==> src/common/smr_pkg.sv <==
// Summary of operation
// - A current read takes its low byte from the latched address, one past the last access.
// - Read start address joins three page bits with the eight latched low bits.
// - First read bit is driven on the clock right after the address acknowledge.
// - Reads run for any number of bytes; address counter steps after each byte.
// - A master acknowledge makes the device send the next sequential byte.
// - After address 7FFh the next read access wraps to 000h.
// - Without a valid end the device keeps driving further read data.
// - Write address byte plus word address byte loads the address latch.
// - START after word address acknowledge aborts the write; read then continues there.
// - Every read access fetches one whole 64-bit row; rows start on 8-byte boundaries.
// - A missing master acknowledge ends the read and releases the data line.
// - Data bytes leave most significant bit first.
// - The address latch steps after each byte, just before the acknowledge slot.
// - STOP or START during an operation aborts it and readies the device.
package smr_pkg;

  localparam int ADDR_W        = 11;
  localparam int ROW_W         = 64;
  localparam int ROW_IDX_W     = 8;
  localparam int BYTE_SEL_W    = 3;
  localparam int PAGE_W        = 3;

  localparam logic [3:0]  DEV_TYPE      = 4'hA;
  localparam logic [3:0]  BITS_LAST     = 4'h8;
  localparam logic [3:0]  SEND_LAST     = 4'h7;
  localparam logic [10:0] ADDR_RESET    = 11'h000;
  localparam logic [7:0]  BYTE_RESET    = 8'h00;
  localparam logic [3:0]  CNT_RESET     = 4'h0;

  typedef enum logic [3:0] {
    SMR_IDLE,
    SMR_ADDR,
    SMR_ADDR_ACK,
    SMR_WADDR,
    SMR_WADDR_ACK,
    SMR_IGNORE,
    SMR_SEND,
    SMR_SEND_ACK
  } smr_state_t;

  typedef struct packed {
    logic scl;
    logic sda;
  } smr_line_t;

  localparam smr_line_t LINE_IDLE = '{scl: 1'b1, sda: 1'b1};

endpackage : smr_pkg

==> src/logic/smr_read_path.sv <==
`timescale 1ns/100ps
module smr_read_path (
  input  wire logic                          ref_clk,
  input  wire logic                          sys_rst,
  input  wire logic                          clkEn,
  input  wire logic                          sclIn,
  input  wire logic                          sdaIn,
  output logic                               sdaOut,
  output logic                               sdaOe,
  output logic                               rowRdReq,
  output logic [smr_pkg::ROW_IDX_W-1:0]      rowIdx,
  input  wire logic [smr_pkg::ROW_W-1:0]     rowData,
  output logic                               busy
);

  ////////////////////////////////////////////////////////////////////////////
  // Pin synchronisers and bus events

  smr_pkg::smr_line_t syncA_reg;
  smr_pkg::smr_line_t syncB_reg;
  smr_pkg::smr_line_t prev_reg;

  always_ff @(posedge ref_clk) begin
    if (sys_rst) begin
      syncA_reg <= smr_pkg::LINE_IDLE;
      syncB_reg <= smr_pkg::LINE_IDLE;
      prev_reg  <= smr_pkg::LINE_IDLE;
    end else if (clkEn) begin
      syncA_reg <= '{scl: sclIn, sda: sdaIn};
      syncB_reg <= syncA_reg;
      prev_reg  <= syncB_reg;
    end
  end

  wire logic sclRise = syncB_reg.scl & ~prev_reg.scl;
  wire logic sclFall = ~syncB_reg.scl & prev_reg.scl;
  wire logic sclHigh = syncB_reg.scl & prev_reg.scl;
  wire logic startEv = sclHigh & prev_reg.sda & ~syncB_reg.sda;
  wire logic stopEv  = sclHigh & ~prev_reg.sda & syncB_reg.sda;

  ////////////////////////////////////////////////////////////////////////////
  // Control state

  smr_pkg::smr_state_t          state_reg;
  logic [3:0]                   bitCnt_reg;
  logic [7:0]                   shiftIn_reg;
  logic [7:0]                   shiftOut_reg;
  logic [7:0]                   byte_reg;
  logic [smr_pkg::ADDR_W-1:0]   addr_reg;
  logic                         drvLow_reg;
  logic                         ackSeen_reg;
  logic                         fetch_reg;
  logic                         fetchDly_reg;
  logic [smr_pkg::BYTE_SEL_W-1:0] fetchSel_reg;

  wire logic [7:0] nextIn    = {shiftIn_reg[6:0], syncB_reg.sda};
  wire logic       addrMatch = (shiftIn_reg[7:4] == smr_pkg::DEV_TYPE);
  wire logic       rwBit     = shiftIn_reg[0];
  wire logic       byteIn    = sclFall & (bitCnt_reg == smr_pkg::BITS_LAST);
  wire logic       byteOut   = sclFall & (bitCnt_reg == smr_pkg::SEND_LAST);
  wire logic [smr_pkg::ADDR_W-1:0] rdStart = {shiftIn_reg[3:1], addr_reg[7:0]};
  wire logic [smr_pkg::ADDR_W-1:0] addrInc = addr_reg + 11'h001;
  wire logic [7:0] rowByte = rowData[{fetchSel_reg, 3'h0} +: 8];

  always_ff @(posedge ref_clk) begin
    if (sys_rst) begin
      state_reg    <= smr_pkg::SMR_IDLE;
      bitCnt_reg   <= smr_pkg::CNT_RESET;
      shiftIn_reg  <= smr_pkg::BYTE_RESET;
      shiftOut_reg <= smr_pkg::BYTE_RESET;
      addr_reg     <= smr_pkg::ADDR_RESET;
      drvLow_reg   <= 1'b0;
      ackSeen_reg  <= 1'b0;
      fetch_reg    <= 1'b0;
    end else if (clkEn) begin
      fetch_reg <= 1'b0;
      if (stopEv) begin
        state_reg  <= smr_pkg::SMR_IDLE;
        drvLow_reg <= 1'b0;
      end else if (startEv) begin
        state_reg  <= smr_pkg::SMR_ADDR;
        bitCnt_reg <= smr_pkg::CNT_RESET;
        drvLow_reg <= 1'b0;
      end else begin
        case (state_reg)
          smr_pkg::SMR_ADDR, smr_pkg::SMR_WADDR: begin
            if (sclRise) begin
              shiftIn_reg <= nextIn;
              bitCnt_reg  <= bitCnt_reg + 4'h1;
            end else if (byteIn && state_reg == smr_pkg::SMR_WADDR) begin
              addr_reg   <= {addr_reg[10:8], shiftIn_reg};
              state_reg  <= smr_pkg::SMR_WADDR_ACK;
              drvLow_reg <= 1'b1;
            end else if (byteIn && addrMatch) begin
              state_reg  <= smr_pkg::SMR_ADDR_ACK;
              drvLow_reg <= 1'b1;
              if (rwBit) begin
                addr_reg  <= rdStart;
                fetch_reg <= 1'b1;
              end else begin
                addr_reg  <= {shiftIn_reg[3:1], addr_reg[7:0]};
              end
            end else if (byteIn) begin
              state_reg <= smr_pkg::SMR_IDLE;
            end
          end
          smr_pkg::SMR_ADDR_ACK: begin
            if (sclFall) begin
              bitCnt_reg <= smr_pkg::CNT_RESET;
              if (rwBit) begin
                state_reg    <= smr_pkg::SMR_SEND;
                shiftOut_reg <= byte_reg;
                drvLow_reg   <= ~byte_reg[7];
              end else begin
                state_reg  <= smr_pkg::SMR_WADDR;
                drvLow_reg <= 1'b0;
              end
            end
          end
          smr_pkg::SMR_WADDR_ACK: begin
            // Data bytes of a write belong to the write path and are not taken here
            if (sclFall) begin
              state_reg  <= smr_pkg::SMR_IGNORE;
              drvLow_reg <= 1'b0;
            end
          end
          smr_pkg::SMR_SEND: begin
            if (byteOut) begin
              state_reg  <= smr_pkg::SMR_SEND_ACK;
              drvLow_reg <= 1'b0;
              addr_reg   <= addrInc;
              fetch_reg  <= 1'b1;
            end else if (sclFall) begin
              shiftOut_reg <= {shiftOut_reg[6:0], 1'b0};
              drvLow_reg   <= ~shiftOut_reg[6];
              bitCnt_reg   <= bitCnt_reg + 4'h1;
            end
          end
          smr_pkg::SMR_SEND_ACK: begin
            if (sclRise) begin
              ackSeen_reg <= ~syncB_reg.sda;
            end else if (sclFall && ackSeen_reg) begin
              // Master acked and no STOP came in the slot: drive the next byte
              state_reg    <= smr_pkg::SMR_SEND;
              bitCnt_reg   <= smr_pkg::CNT_RESET;
              shiftOut_reg <= byte_reg;
              drvLow_reg   <= ~byte_reg[7];
            end else if (sclFall) begin
              state_reg <= smr_pkg::SMR_IDLE;
            end
          end
          smr_pkg::SMR_IDLE, smr_pkg::SMR_IGNORE: begin
            drvLow_reg <= 1'b0;
          end
          default: begin
            state_reg  <= smr_pkg::SMR_IDLE;
            drvLow_reg <= 1'b0;
          end
        endcase
      end
    end
  end

  ////////////////////////////////////////////////////////////////////////////
  // Row fetch: a whole row is read, then the addressed byte is kept

  always_ff @(posedge ref_clk) begin
    if (sys_rst) begin
      byte_reg     <= smr_pkg::BYTE_RESET;
      fetchDly_reg <= 1'b0;
      fetchSel_reg <= 3'h0;
    end else if (clkEn) begin
      fetchDly_reg <= fetch_reg;
      if (fetch_reg) begin
        fetchSel_reg <= addr_reg[2:0];
      end
      if (fetchDly_reg) begin
        byte_reg <= rowByte;
      end
    end
  end

  // Row data must be valid the cycle after the request; SCL low time leaves ample slack
  assign rowRdReq = fetch_reg & clkEn;
  assign rowIdx   = addr_reg[10:3];
  assign sdaOut   = 1'b0;
  assign sdaOe    = drvLow_reg;
  assign busy     = (state_reg != smr_pkg::SMR_IDLE);
endmodule : smr_read_path

==> config.mk <==
export PLATFORM = sky130hd
export DESIGN_NAME = smr_read_path
export DESIGN_NICKNAME = d
export VERILOG_FILES = /design/src/common/smr_pkg.sv /design/src/logic/smr_read_path.sv
export SDC_FILE = /design/constraint.sdc
export NUM_CORES = 1
export LEC_CHECK = 0
export BUFFER_PORTS_ARGS = -buffer_cell sky130_fd_sc_hd__buf_2
export CORE_MARGIN = 2
export CORE_UTILIZATION = 45
export DETAILED_ROUTE_END_ITERATION = 6
export PLACE_DENSITY = 0.65
export SKIP_LAST_GASP = 1
export SLEW_MARGIN = 20
export SYNTH_ARGS = -nofsm -noshare
export SYNTH_HDL_FRONTEND = slang
export SYNTH_SLANG_ARGS = --single-unit
export TNS_END_PERCENT = 20
==> constraint.sdc <==
create_clock -name ref_clk -period 5.19 [get_ports ref_clk]
set_clock_uncertainty 0.2 [all_clocks]
set_input_delay 0.7785 -clock ref_clk [delete_from_list [all_inputs] [get_ports ref_clk]]
set_output_delay 0.7785 -clock ref_clk [all_outputs]
set_load 0.05 [all_outputs]
==> results.sh <==
export IMPL_setup_tns_ps=0
export IMPL_final_nets=512
export IMPL_synth_area_per_cell_um2=8.84
export IMPL_largest_reg_flops=11
export IMPL_max_slew_margin_rel_pct=41.8
export IMPL_antenna_found_initial=0
export IMPL_area_delta_synth_final_pct=12.2
export IMPL_clkPwrFrac_pct=33.1
export IMPL_power_total_uw=721
export IMPL_die_x_um=91.7
export IMPL_outcome="complete, no violations"
export IMPL_row_count=31
export IMPL_power_internal_uw=546
export IMPL_start_util_pct=47.2
export IMPL_finalWeightedCongestion=0.911
export IMPL_die_y_um=91.7
export IMPL_cp_required_ps=4210
export IMPL_worstPathMaxFanout=14
export IMPL_setup_viol=0
export IMPL_grt_max_degree=47
export IMPL_startpoint="clkEn"
export IMPL_hp_class="flip-flop to flip-flop"
export IMPL_seqPwrFrac_pct=58.0
export IMPL_portBuffers=79
export IMPL_synth_top_area_share_pct=31.3
export IMPL_stdcell_count=540
export IMPL_synth_most_common_cell="dfxtp_1"
export IMPL_num_io_pins=81
export IMPL_period_needed_ps=2640
export IMPL_start_kind="input port"
export IMPL_cts_sinks=54
export IMPL_comb_power_share_pct=8.9
export IMPL_post_cts_buffers=0
export IMPL_core_mm2=0.00733
export IMPL_grt_pass1_wl_um=13600
export IMPL_clk_latency_ps=310
export IMPL_use_met1_pct=26.8
export IMPL_vias_per_cell=5.78
export IMPL_max_freq_mhz=379
export IMPL_layout_drive_gt1_share_pct=26.5
export IMPL_grt_usage_pct=19.8
export IMPL_wl_per_cell_um=15.3
export IMPL_synth_top_area_cell="dfxtp_1"
export IMPL_final_hold_violation_count=0
export IMPL_grt_pass1_vias=2870
export IMPL_die_area_mm2=0.00840
export IMPL_criticalPathCategory="input port to output pin"
export IMPL_use_met2_pct=32.8
export IMPL_antennaDiodeCount=0
export IMPL_endpoint_kind="output pin"
export IMPL_r2r_slack_ps=2590
export IMPL_yosysWarnings=0
export IMPL_ctsResizeCount=0
export IMPL_synth_common_cells="dfxtp_1, nand2_1, a21oi_1, nor2_1, mux2i_1"
export IMPL_fillers=702
export IMPL_synth_ff_type="dfxtp_1"
export IMPL_tightest_slew_ps=874
export IMPL_hpwl_um=6180
export IMPL_clk_pin_slew_ps=100
export IMPL_ys_seq_area_share_pct=31.3
export IMPL_drv_slew=0
export IMPL_cts_hold_buffers=0
export IMPL_r2r_end="shiftOut_reg[2]$_SDFFE_PP0P_"
export IMPL_powerDensity_mw_per_mm2=186
export IMPL_initialDrtViolationCount=229
export IMPL_p_sw_uw=176
export IMPL_synth_edff_count=0
export IMPL_use_met3_pct=3.70
export IMPL_vias=3119
export IMPL_rsz0062_at_grt="false"
export IMPL_r2r_start="state_reg[1]$_SDFFE_PP0P_"
export IMPL_route_detailed_drc=0
export IMPL_max_vdd_ir_drop_uv=101
export IMPL_cts_root_buf="clkbuf_8"
export IMPL_crit_end="rowRdReq"
export IMPL_drv_cap=0
export IMPL_p_leak_nw=1.51
export IMPL_cts_tree="done"
export IMPL_async_flop_share_pct=0
export IMPL_syn_area_mm2=0.00346
export IMPL_totalWireLength_um=8250
export IMPL_overflow=0
export IMPL_reg2reg_depth=4
export IMPL_placedCellCount=532
export IMPL_syn_inst=391
export IMPL_synth_area_top_cells="dfxtp_1, mux4_2, mux2i_1"
export IMPL_detail_route_first_pass_iterations=4
export IMPL_ys_ff_latch=54
export IMPL_synth_nets=463
export IMPL_arrival_ps=1660
export IMPL_cts_made_buffers=5
export IMPL_final_antenna_net_count=0
export IMPL_clockBufferDepth=2
export IMPL_swShare_pct=24.3
export IMPL_busiest_layer="met2"
export IMPL_ys_types=63
export IMPL_fin_crit_sh_pct=50.9
export IMPL_htree_levels=2
cell usage in the layout, fill, tap and decap left out, types with 4 or more instances in the layout:
master	n
a21oi_1	33
nor2b_1	7
inv_1	8
nand3_1	16
o21ai_0	10
nand2_1	38
mux2i_1	30
clkbuf_8	5
nor3_1	6
dfxtp_1	53
a211o_1	4
a211oi_1	14
and2_1	4
a311oi_1	6
nor2_1	33
buf_2	79
nand3b_1	5
mux4_2	16
cell families after synthesis:
logic type / share of synthesized area [%]
adder cells (fa/ha/maj): 1.09
AND/OR/NAND/NOR: 20.2
multiplexers: 19.4
XOR/XNOR: 0.507
flip-flops: 31.3
other: 0.108
AO/OA/AOI/OAI: 20.8
buffers and inverters: 6.55
power by group through the flow:
stage	Sequential, mW	Clock, mW	Combinational [mW]
after CTS	0.419	0.248	0.0643
after floorplan	0.426	0	0.0362
after global routing	0.419	0.264	0.0697
after global placement	0.428	0	0.0629
final	0.419	0.239	0.0639
after detailed placement	0.428	0	0.0643
area by class of cell:
| class | instances | area (um2) | share of cell area, % |
|---|---|---|---|
| clock buffer | 5 | 68.8 | 1.77 |
| inverter | 9 | 33.8 | 0.871 |
| sequential | 54 | 1080 | 27.9 |
| multi-input combinational | 290 | 2150 | 55.4 |
| timing repair buffer | 80 | 403 | 10.4 |
| clock inverter | 3 | 18.8 | 0.484 |
| tap | 99 | 124 | 3.19 |
metal layers:
| layer | wire length [um] | part of all wire, % |
|---|---|---|
| met5 | 0 | 0 |
| met2 | 3980 | 48 |
| met1 | 3630 | 44 |
| met4 | 104 | 1.3 |
| met3 | 537 | 6.5 |
critical path: stages:
cell,delay [ps]
buf_2,270
nand2_1,180
inv_1,150
buf_2,280
how the worst min path moves through the flow:
stage | from | to | depth (start not counted) | slack, ps
after floorplan | fetchDly_reg$_SDFFE_PP0P_ | fetchDly_reg$_SDFFE_PP0P_ | 2 | 230
after global placement | fetch_reg$_SDFFE_PP0P_ | fetch_reg$_SDFFE_PP0P_ | 2 | 250
after detailed placement | fetch_reg$_SDFFE_PP0P_ | fetch_reg$_SDFFE_PP0P_ | 2 | 250
after CTS | fetch_reg$_SDFFE_PP0P_ | fetch_reg$_SDFFE_PP0P_ | 2 | 260
after global routing | fetchDly_reg$_SDFFE_PP0P_ | fetchDly_reg$_SDFFE_PP0P_ | 2 | 290
final | fetch_reg$_SDFFE_PP0P_ | fetch_reg$_SDFFE_PP0P_ | 2 | 260
stage by stage:
step	area, um2	util (%)	hold WS [ps]	setup WS, ps
3_3_place_gp	3790	51.7	246	2430
5_1_grt	3880	52.9	288	2380
2_1_floorplan	3460	-	232	2510
6_report	3880	52.9	261	2550
4_1_cts	3880	52.9	263	2540
3_5_place_dp	3790	51.7	247	2410
Power figures use the tool's default switching activity.
